[src/verilog/switch_channel_consts.vh]
// Purpose: constants for the switch channel state control block
// Assumes: included by bare name
// Notes: offsets are byte addresses on the apb bus
`ifndef SWITCH_CHANNEL_CONSTS_VH
`define SWITCH_CHANNEL_CONSTS_VH

`define NUM_CHANNELS 48
`define BANK_SIZE 24
`define CH_ISOLATION 7'd90
`define CH_TREE_SOURCE 7'd91
`define CH_TREE_SENSE 7'd92
`define CH_TREE_BOTH 7'd93

`define STATE_OPEN 3'd0
`define STATE_CLOSED 3'd1
`define STATE_SENSE 3'd2
`define STATE_SOURCE 3'd3
`define STATE_BOTH 3'd4

`define CMD_OPEN 2'd0
`define CMD_CLOSE 2'd1
`define CMD_RESET 2'd2
`define CMD_ADVANCE 2'd3

`define OFF_COMMAND 12'h000
`define OFF_QUERY 12'h004
`define OFF_STATE 12'h008
`define OFF_IDENT_LO 12'h00C
`define OFF_IDENT_HI 12'h010
`define OFF_STATUS 12'h014
`define OFF_SCAN_FIRST 12'h018
`define OFF_SCAN_LAST 12'h01C
`define OFF_BANK_A 12'h020
`define OFF_BANK_B 12'h024

`define CMD_CODE_LSB 8
`define STATUS_TRIP_BIT 0
`define STATUS_SCAN_BIT 1
`define STATUS_MODULE_BIT 2
`define STATUS_ISO_BIT 3

`endif

[src/verilog/pin_sync.v]
// Purpose: three stage synchroniser with agreement filter
// Assumes: async input, pclk domain
// Notes: output changes once stages two and three agree
`timescale 1ns/100ps
`default_nettype none
module pin_sync #(
    parameter RESET_VALUE = 1'b0
) (
    input wire pclk,
    input wire presetn,
    input wire pin,
    output reg level
);
    reg stage1;
    reg stage2;
    reg stage3;
    always @(posedge pclk or negedge presetn) begin
        if (!presetn) begin
            stage1 <= RESET_VALUE;
            stage2 <= RESET_VALUE;
            stage3 <= RESET_VALUE;
            level <= RESET_VALUE;
        end else begin
            stage1 <= pin;
            stage2 <= stage1;
            stage3 <= stage2;
            if (stage2 == stage3) begin
                level <= stage3;
            end
        end
    end
endmodule
`default_nettype wire

[src/verilog/switch_channel_state_control.v]
// Purpose: switch state control for a 48 input switching multiplexer
// Assumes: apb slave on pclk, 20 MHz; slot, module and overvoltage pins are async
// Notes: one cycle apb answer, pslverr on unmapped addresses
// Behaviour
// Channel 90 is the isolation relays, 91 source tree, 92 sense tree, 93 both trees.
// Channels 0 to 47 are individual switches of the high line only, low stays common.
// A state query returns 0 open, 1 closed, 2 sense, 3 source, 4 both buses.
// The isolation relay state is ignored when forming readback codes.
// Bus codes 2 to 4 are given only for channels 0 to 47; tree channels give 0 or 1.
// A reset command opens every bank switch, tree switch and the isolation relays.
// Identity gives the full code, a partial code without terminal module, zero if empty.
// The controller picks system or scanner mode; the ribbon link is outside this block.
// The controller chains no more than six, or eight in an extender, on one ribbon link.
// Monitor scan closes listed channels one at a time per advance and halts past the last.
// During scanning the old channel opens before the next one closes.
// A backplane overvoltage opens the isolation relays at once without a command.
// The 48 switches form two banks of 24, each bank with its own tree switches; here both banks share one tree_source and one tree_sense bit.
// Each switch bit holds until open, close, reset, scan advance or overvoltage trip changes it.
`timescale 1ns/100ps
`default_nettype none
`include "switch_channel_consts.vh"
module switch_channel_state_control #(
    parameter NUM_CHANNELS = `NUM_CHANNELS,
    parameter BANK_SIZE = `BANK_SIZE,
    parameter [23:0] IDENT_FULL = 24'h123456, // arbitrary value
    parameter [23:0] IDENT_PARTIAL = 24'h123FFF // arbitrary value
) (
    input wire pclk,
    input wire presetn,
    input wire psel,
    input wire penable,
    input wire pwrite,
    input wire [11:0] paddr,
    input wire [31:0] pwdata,
    output reg [31:0] prdata,
    output wire pready,
    output wire pslverr,
    input wire slot_occupied,
    input wire terminal_attached,
    input wire overvoltage,
    output wire [NUM_CHANNELS-1:0] bank_close,
    output wire [1:0] source_tree_close,
    output wire [1:0] sense_tree_close,
    output wire isolation_close,
    output wire scan_active
);
    // ----------------------------------------
    // switch state
    // ----------------------------------------
    reg [NUM_CHANNELS-1:0] bank;
    reg tree_source;
    reg tree_sense;
    reg iso;
    reg trip;
    reg scanning;
    reg scan_break;
    reg [6:0] scan_ch;
    reg [6:0] scan_first;
    reg [6:0] scan_last;
    reg [6:0] query_ch;
    wire occupied_s;
    wire attached_s;
    wire over_s;

    pin_sync #(.RESET_VALUE(1'b0)) sync_slot (
        .pclk(pclk),
        .presetn(presetn),
        .pin(slot_occupied),
        .level(occupied_s)
    );
    pin_sync #(.RESET_VALUE(1'b0)) sync_term (
        .pclk(pclk),
        .presetn(presetn),
        .pin(terminal_attached),
        .level(attached_s)
    );
    pin_sync #(.RESET_VALUE(1'b0)) sync_over (
        .pclk(pclk),
        .presetn(presetn),
        .pin(overvoltage),
        .level(over_s)
    );

    // ----------------------------------------
    // apb decode
    // ----------------------------------------
    wire access = psel & penable;
    wire wr = access & pwrite;
    wire mapped = (paddr == `OFF_COMMAND) || (paddr == `OFF_QUERY) ||
        (paddr == `OFF_STATE) || (paddr == `OFF_IDENT_LO) ||
        (paddr == `OFF_IDENT_HI) || (paddr == `OFF_STATUS) ||
        (paddr == `OFF_SCAN_FIRST) || (paddr == `OFF_SCAN_LAST) ||
        (paddr == `OFF_BANK_A) || (paddr == `OFF_BANK_B);
    assign pready = 1'b1;
    assign pslverr = access & ~mapped;

    wire cmd_wr = wr & (paddr == `OFF_COMMAND);
    wire [1:0] cmd = pwdata[`CMD_CODE_LSB+1:`CMD_CODE_LSB];
    wire [6:0] cmd_ch = pwdata[6:0];
    wire cmd_bank = cmd_wr && (cmd_ch < NUM_CHANNELS);
    wire [5:0] cmd_idx = cmd_ch[5:0];
    wire do_close = cmd_wr && (cmd == `CMD_CLOSE);
    wire do_open = cmd_wr && (cmd == `CMD_OPEN);
    wire do_reset = cmd_wr && (cmd == `CMD_RESET);
    wire do_adv = cmd_wr && (cmd == `CMD_ADVANCE);

    // ----------------------------------------
    // switch control
    // ----------------------------------------
    always @(posedge pclk or negedge presetn) begin
        if (!presetn) begin
            bank <= {NUM_CHANNELS{1'b0}};
            tree_source <= 1'b0;
            tree_sense <= 1'b0;
            iso <= 1'b0;
            scanning <= 1'b0;
            scan_break <= 1'b0;
            scan_ch <= 7'h00;
        end else if (do_reset) begin
            bank <= {NUM_CHANNELS{1'b0}};
            tree_source <= 1'b0;
            tree_sense <= 1'b0;
            iso <= 1'b0;
            scanning <= 1'b0;
            scan_break <= 1'b0;
            scan_ch <= 7'h00;
        end else begin
            if (do_close || do_open) begin
                if (cmd_bank) begin
                    bank[cmd_idx] <= do_close;
                end
                case (cmd_ch)
                    `CH_ISOLATION: iso <= do_close;
                    `CH_TREE_SOURCE: tree_source <= do_close;
                    `CH_TREE_SENSE: tree_sense <= do_close;
                    `CH_TREE_BOTH: begin
                        tree_source <= do_close;
                        tree_sense <= do_close;
                    end
                    default: ;
                endcase
            end
            if (do_adv && !scan_break) begin
                if (scanning && scan_ch < NUM_CHANNELS) begin
                    bank[scan_ch[5:0]] <= 1'b0;
                end
                if (!scanning) begin
                    scan_ch <= scan_first;
                    scanning <= (scan_first < NUM_CHANNELS);
                    scan_break <= (scan_first < NUM_CHANNELS);
                end else if (scan_ch >= scan_last) begin
                    scanning <= 1'b0;
                end else begin
                    scan_ch <= scan_ch + 7'd1;
                    scan_break <= 1'b1;
                end
            end else if (scan_break) begin
                bank[scan_ch[5:0]] <= 1'b1;
                scan_break <= 1'b0;
            end
            if (over_s) begin
                iso <= 1'b0;
            end
        end
    end

    // ----------------------------------------
    // trip flag and registers
    // ----------------------------------------
    wire status_wr = wr & (paddr == `OFF_STATUS);
    always @(posedge pclk or negedge presetn) begin
        if (!presetn) begin
            trip <= 1'b0;
            scan_first <= 7'h00;
            scan_last <= 7'h00;
            query_ch <= 7'h00;
        end else begin
            if (over_s) begin
                trip <= 1'b1;
            end else if (status_wr && pwdata[`STATUS_TRIP_BIT]) begin
                trip <= 1'b0;
            end
            if (wr && paddr == `OFF_SCAN_FIRST) begin
                scan_first <= pwdata[6:0];
            end
            if (wr && paddr == `OFF_SCAN_LAST) begin
                scan_last <= pwdata[6:0];
            end
            if (wr && paddr == `OFF_QUERY) begin
                query_ch <= pwdata[6:0];
            end
        end
    end

    // ----------------------------------------
    // state readback code
    // ----------------------------------------
    wire q_bank = query_ch < NUM_CHANNELS;
    wire q_upper = query_ch >= BANK_SIZE;
    wire [1:0] src_pair = {tree_source, tree_source};
    wire [1:0] sns_pair = {tree_sense, tree_sense};
    // both banks reach the backplane through the shared tree_source and tree_sense bits
    wire q_src = q_upper ? src_pair[1] : src_pair[0];
    wire q_sns = q_upper ? sns_pair[1] : sns_pair[0];
    reg [2:0] code;
    always @* begin
        code = `STATE_OPEN;
        if (q_bank) begin
            if (bank[query_ch[5:0]]) begin
                if (q_src && q_sns) begin
                    code = `STATE_BOTH;
                end else if (q_src) begin
                    code = `STATE_SOURCE;
                end else if (q_sns) begin
                    code = `STATE_SENSE;
                end else begin
                    code = `STATE_CLOSED;
                end
            end
        end else begin
            case (query_ch)
                `CH_TREE_SOURCE: code = {2'b00, tree_source};
                `CH_TREE_SENSE: code = {2'b00, tree_sense};
                `CH_TREE_BOTH: code = {2'b00, tree_source & tree_sense};
                default: code = `STATE_OPEN;
            endcase
        end
    end

    // ----------------------------------------
    // identity
    // ----------------------------------------
    wire [23:0] ident = !occupied_s ? 24'h000000 :
        (attached_s ? IDENT_FULL : IDENT_PARTIAL);

    // ----------------------------------------
    // read data
    // ----------------------------------------
    reg [31:0] next_prdata;
    always @* begin
        next_prdata = 32'h00000000;
        case (paddr)
            `OFF_QUERY: next_prdata = {25'h0000000, query_ch};
            `OFF_STATE: next_prdata = {29'h00000000, code};
            `OFF_IDENT_LO: next_prdata = {20'h00000, ident[11:0]};
            `OFF_IDENT_HI: next_prdata = {20'h00000, ident[23:12]};
            `OFF_STATUS: next_prdata = {28'h0000000, iso, attached_s, scanning, trip};
            `OFF_SCAN_FIRST: next_prdata = {25'h0000000, scan_first};
            `OFF_SCAN_LAST: next_prdata = {25'h0000000, scan_last};
            `OFF_BANK_A: next_prdata = {8'h00, bank[BANK_SIZE-1:0]};
            `OFF_BANK_B: next_prdata = {8'h00, bank[NUM_CHANNELS-1:BANK_SIZE]};
            default: next_prdata = 32'h00000000;
        endcase
    end
    always @(posedge pclk or negedge presetn) begin
        if (!presetn) begin
            prdata <= 32'h00000000;
        end else if (psel && !penable && !pwrite) begin
            prdata <= next_prdata;
        end
    end

    assign bank_close = bank;
    assign source_tree_close = src_pair;
    assign sense_tree_close = sns_pair;
    assign isolation_close = iso;
    assign scan_active = scanning;
endmodule
`default_nettype wire

[config.mk]
export PLATFORM = sky130hd
export DESIGN_NAME = switch_channel_state_control
export DESIGN_NICKNAME = d
export VERILOG_FILES = /design/src/verilog/pin_sync.v /design/src/verilog/switch_channel_state_control.v
export VERILOG_INCLUDE_DIRS = /design/src /design/src/verilog
export SDC_FILE = /design/constraint.sdc
export NUM_CORES = 1
export LEC_CHECK = 0
export BUFFER_PORTS_ARGS = -buffer_cell sky130_fd_sc_hd__buf_2
export CAP_MARGIN = 25
export CORE_MARGIN = 2
export CORE_UTILIZATION = 40
export CTS_BUF_LIST = sky130_fd_sc_hd__clkbuf_16
export CTS_CLUSTER_SIZE = 8
export DETAILED_ROUTE_END_ITERATION = 8
export PLACE_DENSITY_LB_ADDON = 0.2
export SLEW_MARGIN = 20
export SYNTH_ARGS = -nofsm -noshare
export SYNTH_HDL_FRONTEND = slang
export SYNTH_SLANG_ARGS = --single-unit
[constraint.sdc]
create_clock -name pclk -period 2.1 [get_ports pclk]
set_input_delay 0.21 -clock pclk [delete_from_list [all_inputs] [get_ports pclk]]
set_output_delay 0.21 -clock pclk [all_outputs]
set_load 0.1 [all_outputs]
## Word level (Yosys, flattened, before mapping)

Cells that the tools add are included.

| storage, ports and cells | value |
|---|---|
| bits in registers | 126 |
| bits of input ports | 52 |
| output and inout bits | 88 |
| logic and storage cells | 160 |

| cells by class | value |
|---|---|
| $add $sub $neg | 1 |
| order comparisons | 10 |
| eq/ne operators | 24 |
| mux-type cells | 47 |
| bitwise gates (word level) | 10 |
| reduce and logical (&&, ||, !) cells | 44 |

Operators with widths:

| cell | count |
|---|---|
| 48-bit two-way mux | 7 |
| 24-bit case mux with 9 select lines | 1 |
| 7-bit == test, second input constant | 7 |
| 48-bit AND | 1 |
| 48-bit bitwise mux | 1 |
| 12-bit by 5-bit == test with 1-bit output, second input constant | 4 |
| 48-bit NOT | 1 |
| 48-bit OR | 1 |
| 7-bit by 6-bit < comparator with 1-bit output, second input constant | 4 |
| 7-bit two-way mux | 4 |
| 12-bit by 4-bit == test with 1-bit output, second input constant | 2 |
| 12-bit by 6-bit == test with 1-bit output, second input constant | 2 |
| 1-bit two-way mux | 23 |
| 6-bit by 7-bit < comparator with 1-bit output, second input constant | 3 |
| 21-bit two-way mux | 1 |
| 1-bit logical AND | 16 |
| 1-bit demux with 6-bit select | 2 |
| 12-bit by 3-bit == test with 1-bit output, second input constant | 1 |
| 6-bit by 1-bit greater-or-equal comparator with 1-bit output, second input constant | 2 |
| 12-bit zero test | 1 |
| 12-bit two-way mux | 1 |
| 1-bit logical OR | 10 |
| 2-bit nonzero test | 5 |
| 3-bit two-way mux | 3 |
| other kinds (17) | 33 |

## Longest topological paths before layout

Gate-level depths: netlist (run 1).

| logic depth | value |
|---|---|
| depth in word-level cells | 12 |
| gate-level depth with buffers | 8 |

## Modules after synthesis

From an unflattened synthesis (run 1), not the netlist that was laid out.

| unflattened totals | value |
|---|---|
| cell total of the unflattened synthesis | 857 |
| area total of the unflattened synthesis | 7569.8 um2 |

By module, submodules not included:

| module | times used | cells an instance | area each (um2) |
|---|---|---|---|
| switch_channel_state_control | 1 | 842 | 7235.7 |
| pin_sync | 3 | 5 | 111.4 |

## Least setup slack after synthesis (run 1)

No wires, ideal clock.

| path | value |
|---|---|
| kind | register to register |
| start | register bank[7] (netlist: bank_close[7]) |
| end | register prdata[0] |
| library setup time | 136 ps |
| arrival time | 2227 ps |
| data required time | 1964 ps |
| path slack | -262 ps |
| stages on the path, launching flop included | 7 |
| path buffers | 0 |
| period minus slack after synthesis | 2362 ps |
| cell sequence | dfrtp_1 -> mux4_2 -> mux2_2 -> a221oi_1 -> nor4_1 -> o211ai_1 -> a31oi_1 |

| between the ends | value |
|---|---|
| word-level cells in the longest chain between the ends | 5 |

Ends and longest elaborated chain:

| item | line | RTL |
|---|---|---|
| start: declaration | switch_channel_state_control.v:50 | `reg [NUM_CHANNELS-1:0] bank;` |
| start signal: assignment | switch_channel_state_control.v:112 | `bank <= {NUM_CHANNELS{1'b0}};` |
| start signal: assignment | switch_channel_state_control.v:120 | `bank <= {NUM_CHANNELS{1'b0}};` |
| start signal: indexed assignment | switch_channel_state_control.v:130 | `bank[cmd_idx] <= do_close;` |
| 1-bit binary-select mux with 6-bit select | switch_channel_state_control.v:209 | `if (bank[query_ch[5:0]]) begin` |
| 1-bit two-way mux (not written as such) | switch_channel_state_control.v:209 |  |
| 3-bit two-way mux | switch_channel_state_control.v:209 |  |
| 3-bit two-way mux | switch_channel_state_control.v:208 | `if (q_bank) begin` |
| 24-bit case mux with 9 select lines | switch_channel_state_control.v:242 | `case (paddr)` |
| end signal: assignment | switch_channel_state_control.v:259 | `prdata <= next_prdata;` |
| end: declaration | switch_channel_state_control.v:35 | `output reg [31:0] prdata,` |

Every way passes these cells. The select of a mux whose other input is x is not followed.
A chain may end at the register's enable or synchronous reset.

## Worst setup path in the final report (run 1)

| path | value |
|---|---|
| start | register query_ch[0] |
| end | register prdata[0] |

| between the ends | value |
|---|---|
| word-level cells in the longest chain between the ends | 5 |
| elaborated cells on any way between the ends | 10 |
| those cells by class | 1 x order compare; 3 x eq/ne; 6 x mux |

Ends and longest elaborated chain:

| item | line | RTL |
|---|---|---|
| start: declaration | switch_channel_state_control.v:60 | `reg [6:0] query_ch;` |
| start signal: assignment | switch_channel_state_control.v:190 | `query_ch <= pwdata[6:0];` |
| 1-bit binary-select mux with 6-bit select | switch_channel_state_control.v:209 |  |
| 1-bit two-way mux (not written as such) | switch_channel_state_control.v:209 |  |
| 3-bit two-way mux | switch_channel_state_control.v:209 |  |
| 3-bit two-way mux | switch_channel_state_control.v:208 |  |
| 24-bit case mux with 9 select lines (*) | switch_channel_state_control.v:242 |  |

Every way passes the cells marked *; elsewhere a longest branch is shown, timed or not. The select of a mux whose other input is x is not followed.

==> impl_metrics.ini, run 1 <==
[clock_network]
cts_tree = built
path_clk_slew_ns = 0.06
clk_latency_ns = 0.42
cts_root_buffer = clkbuf_16
cts.sinks = 118
cts_buffers = 17
clock_path_buffers = 2
htreeDepth = 4

[place]
port-buffer-count = 107
placed_cells = 1209
gp_congestion = 0.9220
dpl_cell_area_um2 = 9198
dpl_worst_slack_ns = -0.2224
dp_hpwl_um = 19910

[floorplan]
core_area_um2 = 18020
die_w_um = 140.0
boundaryPins = 140
die_area_um2 = 19590
die_h_um = 140.0
rows = 49
start_util_pct = 41.03

[setup_path]
crit_type = reg2reg
reg2regPathDepth = 6
cp_max_fo = 5
cp-start-kind = register
critPathArrivalTime_ns = 2.38
critPathCaptureType = register
required_ns = 2.39

[drt]
vias = 7402
detail_route.wl_per_cell_um = 21.62
via_per_inst = 5.936
post-route-drc-count = 0
first_pass_iters = 6
drt_iter0_markers = 739
wl_um = 26960
antenna_left = 0

[yosys]
yosysMostFrequentCell = dfrtp_1
yosysWarnings = 0
yosys-top-cells-count = dfrtp_1 (118), nand2_1 (103), o21ai_0 (75), mux2i_1 (64), clkbuf_1 (47)
seq_area_frac_synth_pct = 39.93
synth_cells = 794
synth_edf_count = 0
netlist_area_um2 = 7396
synth_top_area_share_pct = 39.93
ys_async_sr_fraction_pct = 100.0
synth-seq-cells = 118
synthTopCellsByArea = dfrtp_1 (40%), mux2i_1 (8.7%), nand2_1 (5.2%)
yosys.area.top_type = dfrtp_1
avgSynthCellArea_um2 = 9.315
synth.distinct_cells = 64
synth_flop_cell = dfrtp_1

[finish]
synthToLayoutAreaGrowth_pct = 33.73
fin_util_pct = 54.87
stdcell_area_um2 = 9891
nets = 1067
stdcell_count = 1247
drive_gt1_share_pct = 37.13
diodes = 0

[power]
power.leakage_uw = 0.004484
power_density_nw_per_um2 = 554.0
vdd_drop_max_mv = 0.5447

[sta]
setup_viol = 0
rsz0062_at_grt = yes
hold_viol = 0
worst_slew_pin_slew_ns = 0.5989
timing.slew.headroom_pct = 59.77
slew_violations = 0
fin_crit_ns = 2.086
clock_skew_ns = 0.006404
period_share_pct = 99.33
timing.fmax_mhz = 479.4
worst_slack_ns = 0.01416

[job]
maxCapViolations = 0

[hold_path]
min_path_cells = 3
worstHoldPathType = in2reg

[grt]
grt_pass1_wl_um = 41770
track_usage_pct = 27.64
antenna_found_initial = 0
grt_max_degree = 54
overflow = 0
grt_pass1_vias = 7091

[status]
status = completed
[power breakdown]
| part | total, uW | leakage, uW | internal, uW | switching, uW |
|---|---|---|---|---|
| combinational | 404 | 0.00273 | 120 | 284 |
| sequential | 2310 | 0.00148 | 2290 | 14.7 |
| clock | 2770 | 0.000275 | 1700 | 1070 |
[worst max-delay path: stages, from the launching register on]
cell and delay [ns]:
dfrtp_2 0.43, mux4_2 0.52, mux2_4 0.30, a221oi_4 0.31, nor4_4 0.08, o211ai_1 0.21
a31oi_1 0.11
[sequential cells by signal, summed over array words and instances, names as in the netlist, 7 cells and up]
register,count
bank_close,48
scan_ch,7
scan_last,7
scan_first,7
query_ch,7
prdata,24
[per-stage QoR]
stage               hold WS, ns  power [uW]  setup TNS [ns]
floorplan              -0.08559        2558       -0.008849
CTS                      0.1381        5498               0
global route             0.1814        5642         -0.1792
global placement         0.1640        2739          -5.358
finish                   0.1425        5479               0
detailed placement       0.1651        2741          -5.779
[metal layers]
metal,wire (um),global-route usage (%)
met5,0,0
met1,11660,38.48
met2,12430,43.36
met4,651,8.789
met3,2215,5.812
[final cells by class]
type	count	area [um^2]
Clock inverter	15	122.6
Inverter	16	60.06
Sequential cell	118	3013
Multi-Input combinational cell	596	4188
Fill cell	1669	8134
Tap cell	229	286.5
Clock buffer	17	425.4
Timing Repair Buffer	256	1795
[layout by cell type, fill, tap and decap left out, drive strengths merged, types with 8 or more instances in the layout]
master    n
buf     252
dfrtp   118
nand2   104
o21ai    75
mux2i    64
nor2     38
o22ai    33
nor4     23
mux2     22
a21oi    19
nand3    18
inv      18
a22oi    17
clkbuf   17
nor3     14
nor2b    13
or2      11
a221oi   11
nand3b   10
ha       10
or3       9
conb      9
clkinv    9
o32ai     8
mux4      8
[timing repair]
action | 4_1_cts | 5_1_grt
buffers inserted | 2 | 1
pin swaps | 9 | 4
resized for setup | 10 | 6
endpoints found under the setup margin | 11 | 12
hold endpoints to repair | 28 | 0
hold buffers | 4 | 0
[final timing paths]
path	startpoint	to	slack (ns)
max	query_ch[0]	prdata[0]	0.01
min in group asynchronous	presetn	scan_ch[0]	0.26
max in group asynchronous	presetn	bank_close[15]	1.18
min	pwdata[3]	scan_last[3]	0.14
max reg2reg	query_ch[0]	prdata[0]	0.01
min reg2reg	sync_over.stage1	sync_over.stage2	0.34
[logic make-up after synthesis]
family | Yosys count | share of synthesized area [%]
AOI/OAI and AO/OA | 201 | 17.46
and+or+nand+nor | 274 | 20.08
adders and majority gates | 13 | 2.098
muxes | 94 | 14.45
other | 2 | 0.1015
xor gates and xnor gates | 5 | 0.5922
buffers and inverters | 87 | 5.295
DFF | 118 | 39.93
No activity file was read; power rests on OpenSTA's default activity.
==> inputs of run 2 (changes only) <==
--- a/config.mk
+++ b/config.mk
@@ -13,7 +13,7 @@
 export CTS_BUF_LIST = sky130_fd_sc_hd__clkbuf_16
 export CTS_CLUSTER_SIZE = 8
 export DETAILED_ROUTE_END_ITERATION = 8
-export PLACE_DENSITY_LB_ADDON = 0.2
+export PLACE_DENSITY_LB_ADDON = 0.08
 export SLEW_MARGIN = 20
 export SYNTH_ARGS = -nofsm -noshare
 export SYNTH_HDL_FRONTEND = slang
==> run 2 against run 1 <==
  * The run now ends with setup timing left
  * Wire length up 4.5%
  * Flip-flop and latch count unchanged
  * Clock power increased by 5%
  * Global-route usage grew 1.5 points
  * Die area stayed put
  * Hold slack worse by 0.079 ns
  * Critical path depth increased by 2
  * Final cell count up 0.40%
  * Via count is 0.68% higher
  * First-iteration DRC count up 14%
  * Clock skew increased by 0.0035 ns
  * Largest cell class unchanged
==> impl_metrics.ini, run 2 (synthesis gave the netlist of run 1 again) <==
[status]
status = finished, violations left
violations = setup timing

[clock_network]
clk_latency_ns = 0.43
cts_buffers = 17
path_clk_slew_ns = 0.05
cts.sinks = 118
clock_path_buffers = 2
htreeDepth = 4
cts_root_buffer = clkbuf_16
cts_tree = built

[power]
clkPwrFrac_pct = 51.7
power_density_nw_per_um2 = 566.3
vdd_drop_max_mv = 0.5621
power.switching_uw = 1372
power_frac_comb_pct = 7.2
power.leakage_uw = 0.004501
design_power_total_uw = 5607
power.share.sequential_pct = 41.1
internal-power_uw = 4235
switching_share_pct = 24.47

[finish]
diodes = 0
nets = 1072
largest_register_ff_count = 48
most-common-layout-cells = buf_4 (143), buf_2 (106), nand2_1 (103), dfrtp_1 (81), o21ai_0 (75)
fin_util_pct = 54.93
stdcell_area_um2 = 9901
synthToLayoutAreaGrowth_pct = 33.87
mostFrequentLayoutCell = buf_4
drive_gt1_share_pct = 37.54
n_fill_cell = 1672

[place]
dp_hpwl_um = 21380
port-buffer-count = 107
gp_congestion = 0.9588
dpl_cell_area_um2 = 9213
dpl_worst_slack_ns = -0.2106

[drt]
vias = 7452
wl_um = 28160
first_pass_iters = 5
via_per_inst = 5.952
antenna_left = 0
detail_route.wl_per_cell_um = 22.50
drt_iter0_markers = 842
post-route-drc-count = 0

[sta]
timing.fmax_mhz = 468.0
hold_viol = 0
rsz0062_at_grt = yes
whs_ns = 0.06391
timing.slew.headroom_pct = 60.29
worst_slew_pin_slew_ns = 0.5957
slew_violations = 0
fin_crit_ns = 2.137
period_share_pct = 101.8
clock_skew_ns = 0.009885
setup_viol = 6
worst_slack_ns = -0.03689

[floorplan]
start_util_pct = 41.03
core_area_um2 = 18020
die_area_um2 = 19590
die_h_um = 140.0
die_w_um = 140.0
boundaryPins = 140
rows = 49

[job]
maxCapViolations = 0

[setup_path]
critPathCaptureType = register
cp_slowest_cell = dfrtp_2
cp_max_fo = 7
path_cells = ha_4, nand2b_4, a211oi_2, o21bai_1, a211o_1, a31oi_4, buf_12, mux2i_1
critPathArrivalTime_ns = 2.48
slowest_delay_ns = 0.44
cp-start-kind = register
crit_type = reg2reg
required_ns = 2.44

[grt]
overflow = 0
grt_max_degree = 55
antenna_found_initial = 0
grt_pass1_vias = 7278
grt_pass1_wl_um = 43930
track_usage_pct = 29.10

[hold_path]
worstHoldPathType = in2reg
[run 2: worst paths after layout]
path / from / to / slack, ns / cells after the start
min in group asynchronous: presetn / query_ch[6] / 0.32 / 2
min: pwdata[3] / scan_last[3] / 0.06 / 3
max in group asynchronous: presetn / scan_last[0] / 1.00 / 3
max reg2reg: scan_last[0] / scan_ch[2] / -0.04 / 8
min reg2reg: sync_over.stage1 / sync_over.stage2 / 0.35 / 0
max: scan_last[0] / scan_ch[2] / -0.04 / 8
[run 2: critical path: cells and delay by family (launching register included)]
kind | cells | cell delay [ns]
simple gates | 1 | 0.14
fa+ha+maj | 1 | 0.25
flops | 1 | 0.44
buf+inv | 1 | 0.15
mux | 1 | 0.19
compound gates | 4 | 0.89
[run 2: cell type report]
type | instances | area (um^2) | area share [%]
inverter | 16 | 60.06 | 0.6066
tap | 229 | 286.5 | 2.894
clock inverter | 15 | 147.6 | 1.491
clock buffer | 17 | 425.4 | 4.297
multi-input combinational | 596 | 4172 | 42.13
timing repair buffer | 261 | 1795 | 18.13
sequential | 118 | 3014 | 30.44
[run 2: what timing repair did]
action / in CTS / in global routing
gates resized for setup: 11 / 4
endpoints found under the hold margin: 33 / 0
buffers inserted: 1 / 0
endpoints found under the setup margin: 11 / 12
hold buffers: 4 / 0
pin swaps: 10 / 6
[run 2: per-layer routing]
layer,global-route usage [%],wire (um),part of all wire (%),vias up
li1,-,-,-,3352
met1,42.64,12670,45,3669
met2,43.23,12570,45,367
met3,5.504,2119,7.5,64
met4,10.05,804,2.9,0
met5,0,0,0,-
[run 2: power by group through the flow]
stage	Clock [uW]	Combinational [uW]	Sequential, uW
floorplan	0	217	2340
global placement	0	389	2340
detailed placement	0	394	2340
CTS	2930	401	2300
global route	3030	432	2310
finish	2900	404	2300
[run 2: per-stage QoR]
| step | cells | setup TNS (ns) |
|---|---|---|
| global placement | 1216 | -6.650 |
| floorplan | 801 | -0.008849 |
| detailed placement | 1216 | -6.795 |
| global route | 1252 | -0.9374 |
| CTS | 1252 | -0.3651 |
| finish | 1252 | -0.08294 |
==> inputs of run 3 (changes only) <==
--- a/config.mk
+++ b/config.mk
@@ -13,7 +13,9 @@
 export CTS_BUF_LIST = sky130_fd_sc_hd__clkbuf_16
 export CTS_CLUSTER_SIZE = 8
 export DETAILED_ROUTE_END_ITERATION = 8
-export PLACE_DENSITY_LB_ADDON = 0.08
+export MAX_ROUTING_LAYER = met4
+export PLACE_DENSITY = 0.75
+export RECOVER_POWER = 25
 export SLEW_MARGIN = 20
 export SYNTH_ARGS = -nofsm -noshare
 export SYNTH_HDL_FRONTEND = slang
==> run 3 against run 2 <==
  * The run still ends with setup timing left
  * Setup slack got worse by 0.037 ns
  * Flip-flop and latch count did not move
  * Utilization fell by 0.22 points
  * Count of clock-buffer cells in the layout did not move
  * Register-to-register slack got worse by 0.04 ns
  * Critical path depth rose by 1
  * First-iteration DRC count rose by 50%
  * Non-clock buffer count fell by 21
  * Highest routed layer unchanged
==> impl_metrics.ini, run 3 (synthesis gave the netlist of run 1 again) <==
[status]
status = finished, violations left
violations = setup timing

[drt]
antenna_left = 0
via_per_inst = 6.173
wl_um = 26640
post-route-drc-count = 0
drt_iter0_markers = 1264
first_pass_iters = 6
vias = 7605
detail_route.wl_per_cell_um = 21.62

[setup_path]
critPathTopFamily = compound AO/OA/AOI/OAI gates
critPathArrivalTime_ns = 2.53
slowest_delay_ns = 0.40
crit_buf_inv = 2
critPathCaptureType = register
path_cells = inv_2, ha_4, nand2b_4, a211oi_2, o21bai_1, a211o_1, a31oi_4, buf_12, mux2i_2
cp-start-kind = register
cp_max_fo = 7
cp_slowest_cell = dfrtp_1
required_ns = 2.45
crit_type = reg2reg

[finish]
largest_register_ff_count = 48
most-common-layout-cells = buf_4 (118), buf_2 (106), nand2_1 (103), dfrtp_1 (82), o21ai_0 (74)
nets = 1051
drive_gt1_share_pct = 36.43
stdcell_count = 1232
synthToLayoutAreaGrowth_pct = 33.34
mostFrequentLayoutCell = buf_4

[sta]
worst_slack_ns = -0.07354
finalSetupTns_ns = -0.3326
period_share_pct = 103.5
clock_skew_ns = 0.005051
slew_violations = 0
setup_viol = 9
timing.slew.headroom_pct = 52.16
fin_crit_ns = 2.174
worst_slew_pin_slew_ns = 0.7176
timing.fmax_mhz = 460.1
hold_viol = 0
whs_ns = 0.1335
rsz0062_at_grt = yes

[clock_network]
path_clk_slew_ns = 0.06
cts_tree = built
cts_buffers = 17
cts.sinks = 118
htreeDepth = 4
cts_root_buffer = clkbuf_16
clock_path_buffers = 2
clk_latency_ns = 0.44

[grt]
antenna_found_initial = 1
grt_max_degree = 119
grt_pass1_wl_um = 41520
grt_pass1_vias = 7247
track_usage_pct = 27.80
overflow = 0

[power]
power.leakage_uw = 0.004429
clkPwrFrac_pct = 53.5
power.share.sequential_pct = 39.8
power_density_nw_per_um2 = 587.9
vdd_drop_max_mv = 0.4471
power.switching_uw = 1433
switching_share_pct = 24.72
design_power_total_uw = 5797
power_frac_comb_pct = 6.7
internal-power_uw = 4364

[hold_path]
worstHoldPathType = in2reg

[floorplan]
die_h_um = 140.0
die_area_um2 = 19590
boundaryPins = 140
die_w_um = 140.0
core_area_um2 = 18020
start_util_pct = 41.03
rows = 49

[job]
maxCapViolations = 0

[place]
gp_congestion = 0.9637
port-buffer-count = 107
dp_hpwl_um = 18640
placed_cells = 1194
## run 3: metal layers
layer	vias to the layer above	track usage, %	wire length [um]
li1	3326	-	-
met4	0	13.42	1122
met1	3648	35.86	10520
met3	108	5.607	2723
met2	523	42.03	12280
met5	-	-	0
## run 3: worst paths after layout
kind / start / endpoint / slack (ns) / depth (start not counted)
worst max-delay path: scan_ch[0] / scan_ch[3] / -0.07 / 9
worst min-delay path: pwdata[3] / scan_last[3] / 0.13 / 3
worst max register to register: scan_ch[0] / scan_ch[3] / -0.07 / 9
worst min register to register: sync_over.stage1 / sync_over.stage2 / 0.35 / 0
max in group asynchronous: presetn / bank_close[46] / 1.01 / 3
min in group asynchronous: presetn / sync_over.stage1 / 0.43 / 3
## run 3: worst reg2reg max path, stage by stage (launching register included)
cell and delay [ns]:
dfrtp_1 0.40, inv_2 0.09, ha_4 0.20, nand2b_4 0.14
a211oi_2 0.20, o21bai_1 0.10, a211o_1 0.37, a31oi_4 0.24
buf_12 0.15, mux2i_2 0.21
## run 3: through the flow
| step | setup slack (ns) | utilization, % | area (um^2) |
|---|---|---|---|
| after detailed placement | -0.1701 | 50.40 | 9085 |
| after global routing | -0.1677 | 54.71 | 9862 |
| after global placement | -0.1110 | 50.40 | 9085 |
| final | -0.07354 | 54.71 | 9862 |
| after CTS | -0.007581 | 54.15 | 9761 |
| after floorplan | -0.008849 | - | 7507 |
## run 3: repair_timing
| action | CTS | global route |
|---|---|---|
| hold buffers | 4 | 0 |
| setup endpoints to repair | 7 | 12 |
| pin swaps | 7 | 10 |
| hold endpoints to repair | 121 | 0 |
| buffers inserted | 0 | 2 |
| resized for setup | 9 | 11 |
| gates cloned | 0 | 0 |
## run 3: power by group through the flow
stage                     logic, uW  clock network [uW]  registers, uW
after floorplan                 217                   0           2340
after global placement          374                   0           2340
after detailed placement        377                   0           2340
after CTS                       385                3090           2300
after global routing            417                3190           2310
final                           391                3100           2300
## run 3: layout make-up
type / count / area (um^2)
Fill cell: 1487 / 8163
Multi-Input combinational cell: 596 / 4215
Sequential cell: 118 / 3013
Timing Repair Buffer: 240 / 1672
Clock buffer: 17 / 425.4
Tap cell: 229 / 286.5
Clock inverter: 15 / 187.7
Inverter: 16 / 60.06
Antenna cell: 1 / 2.502
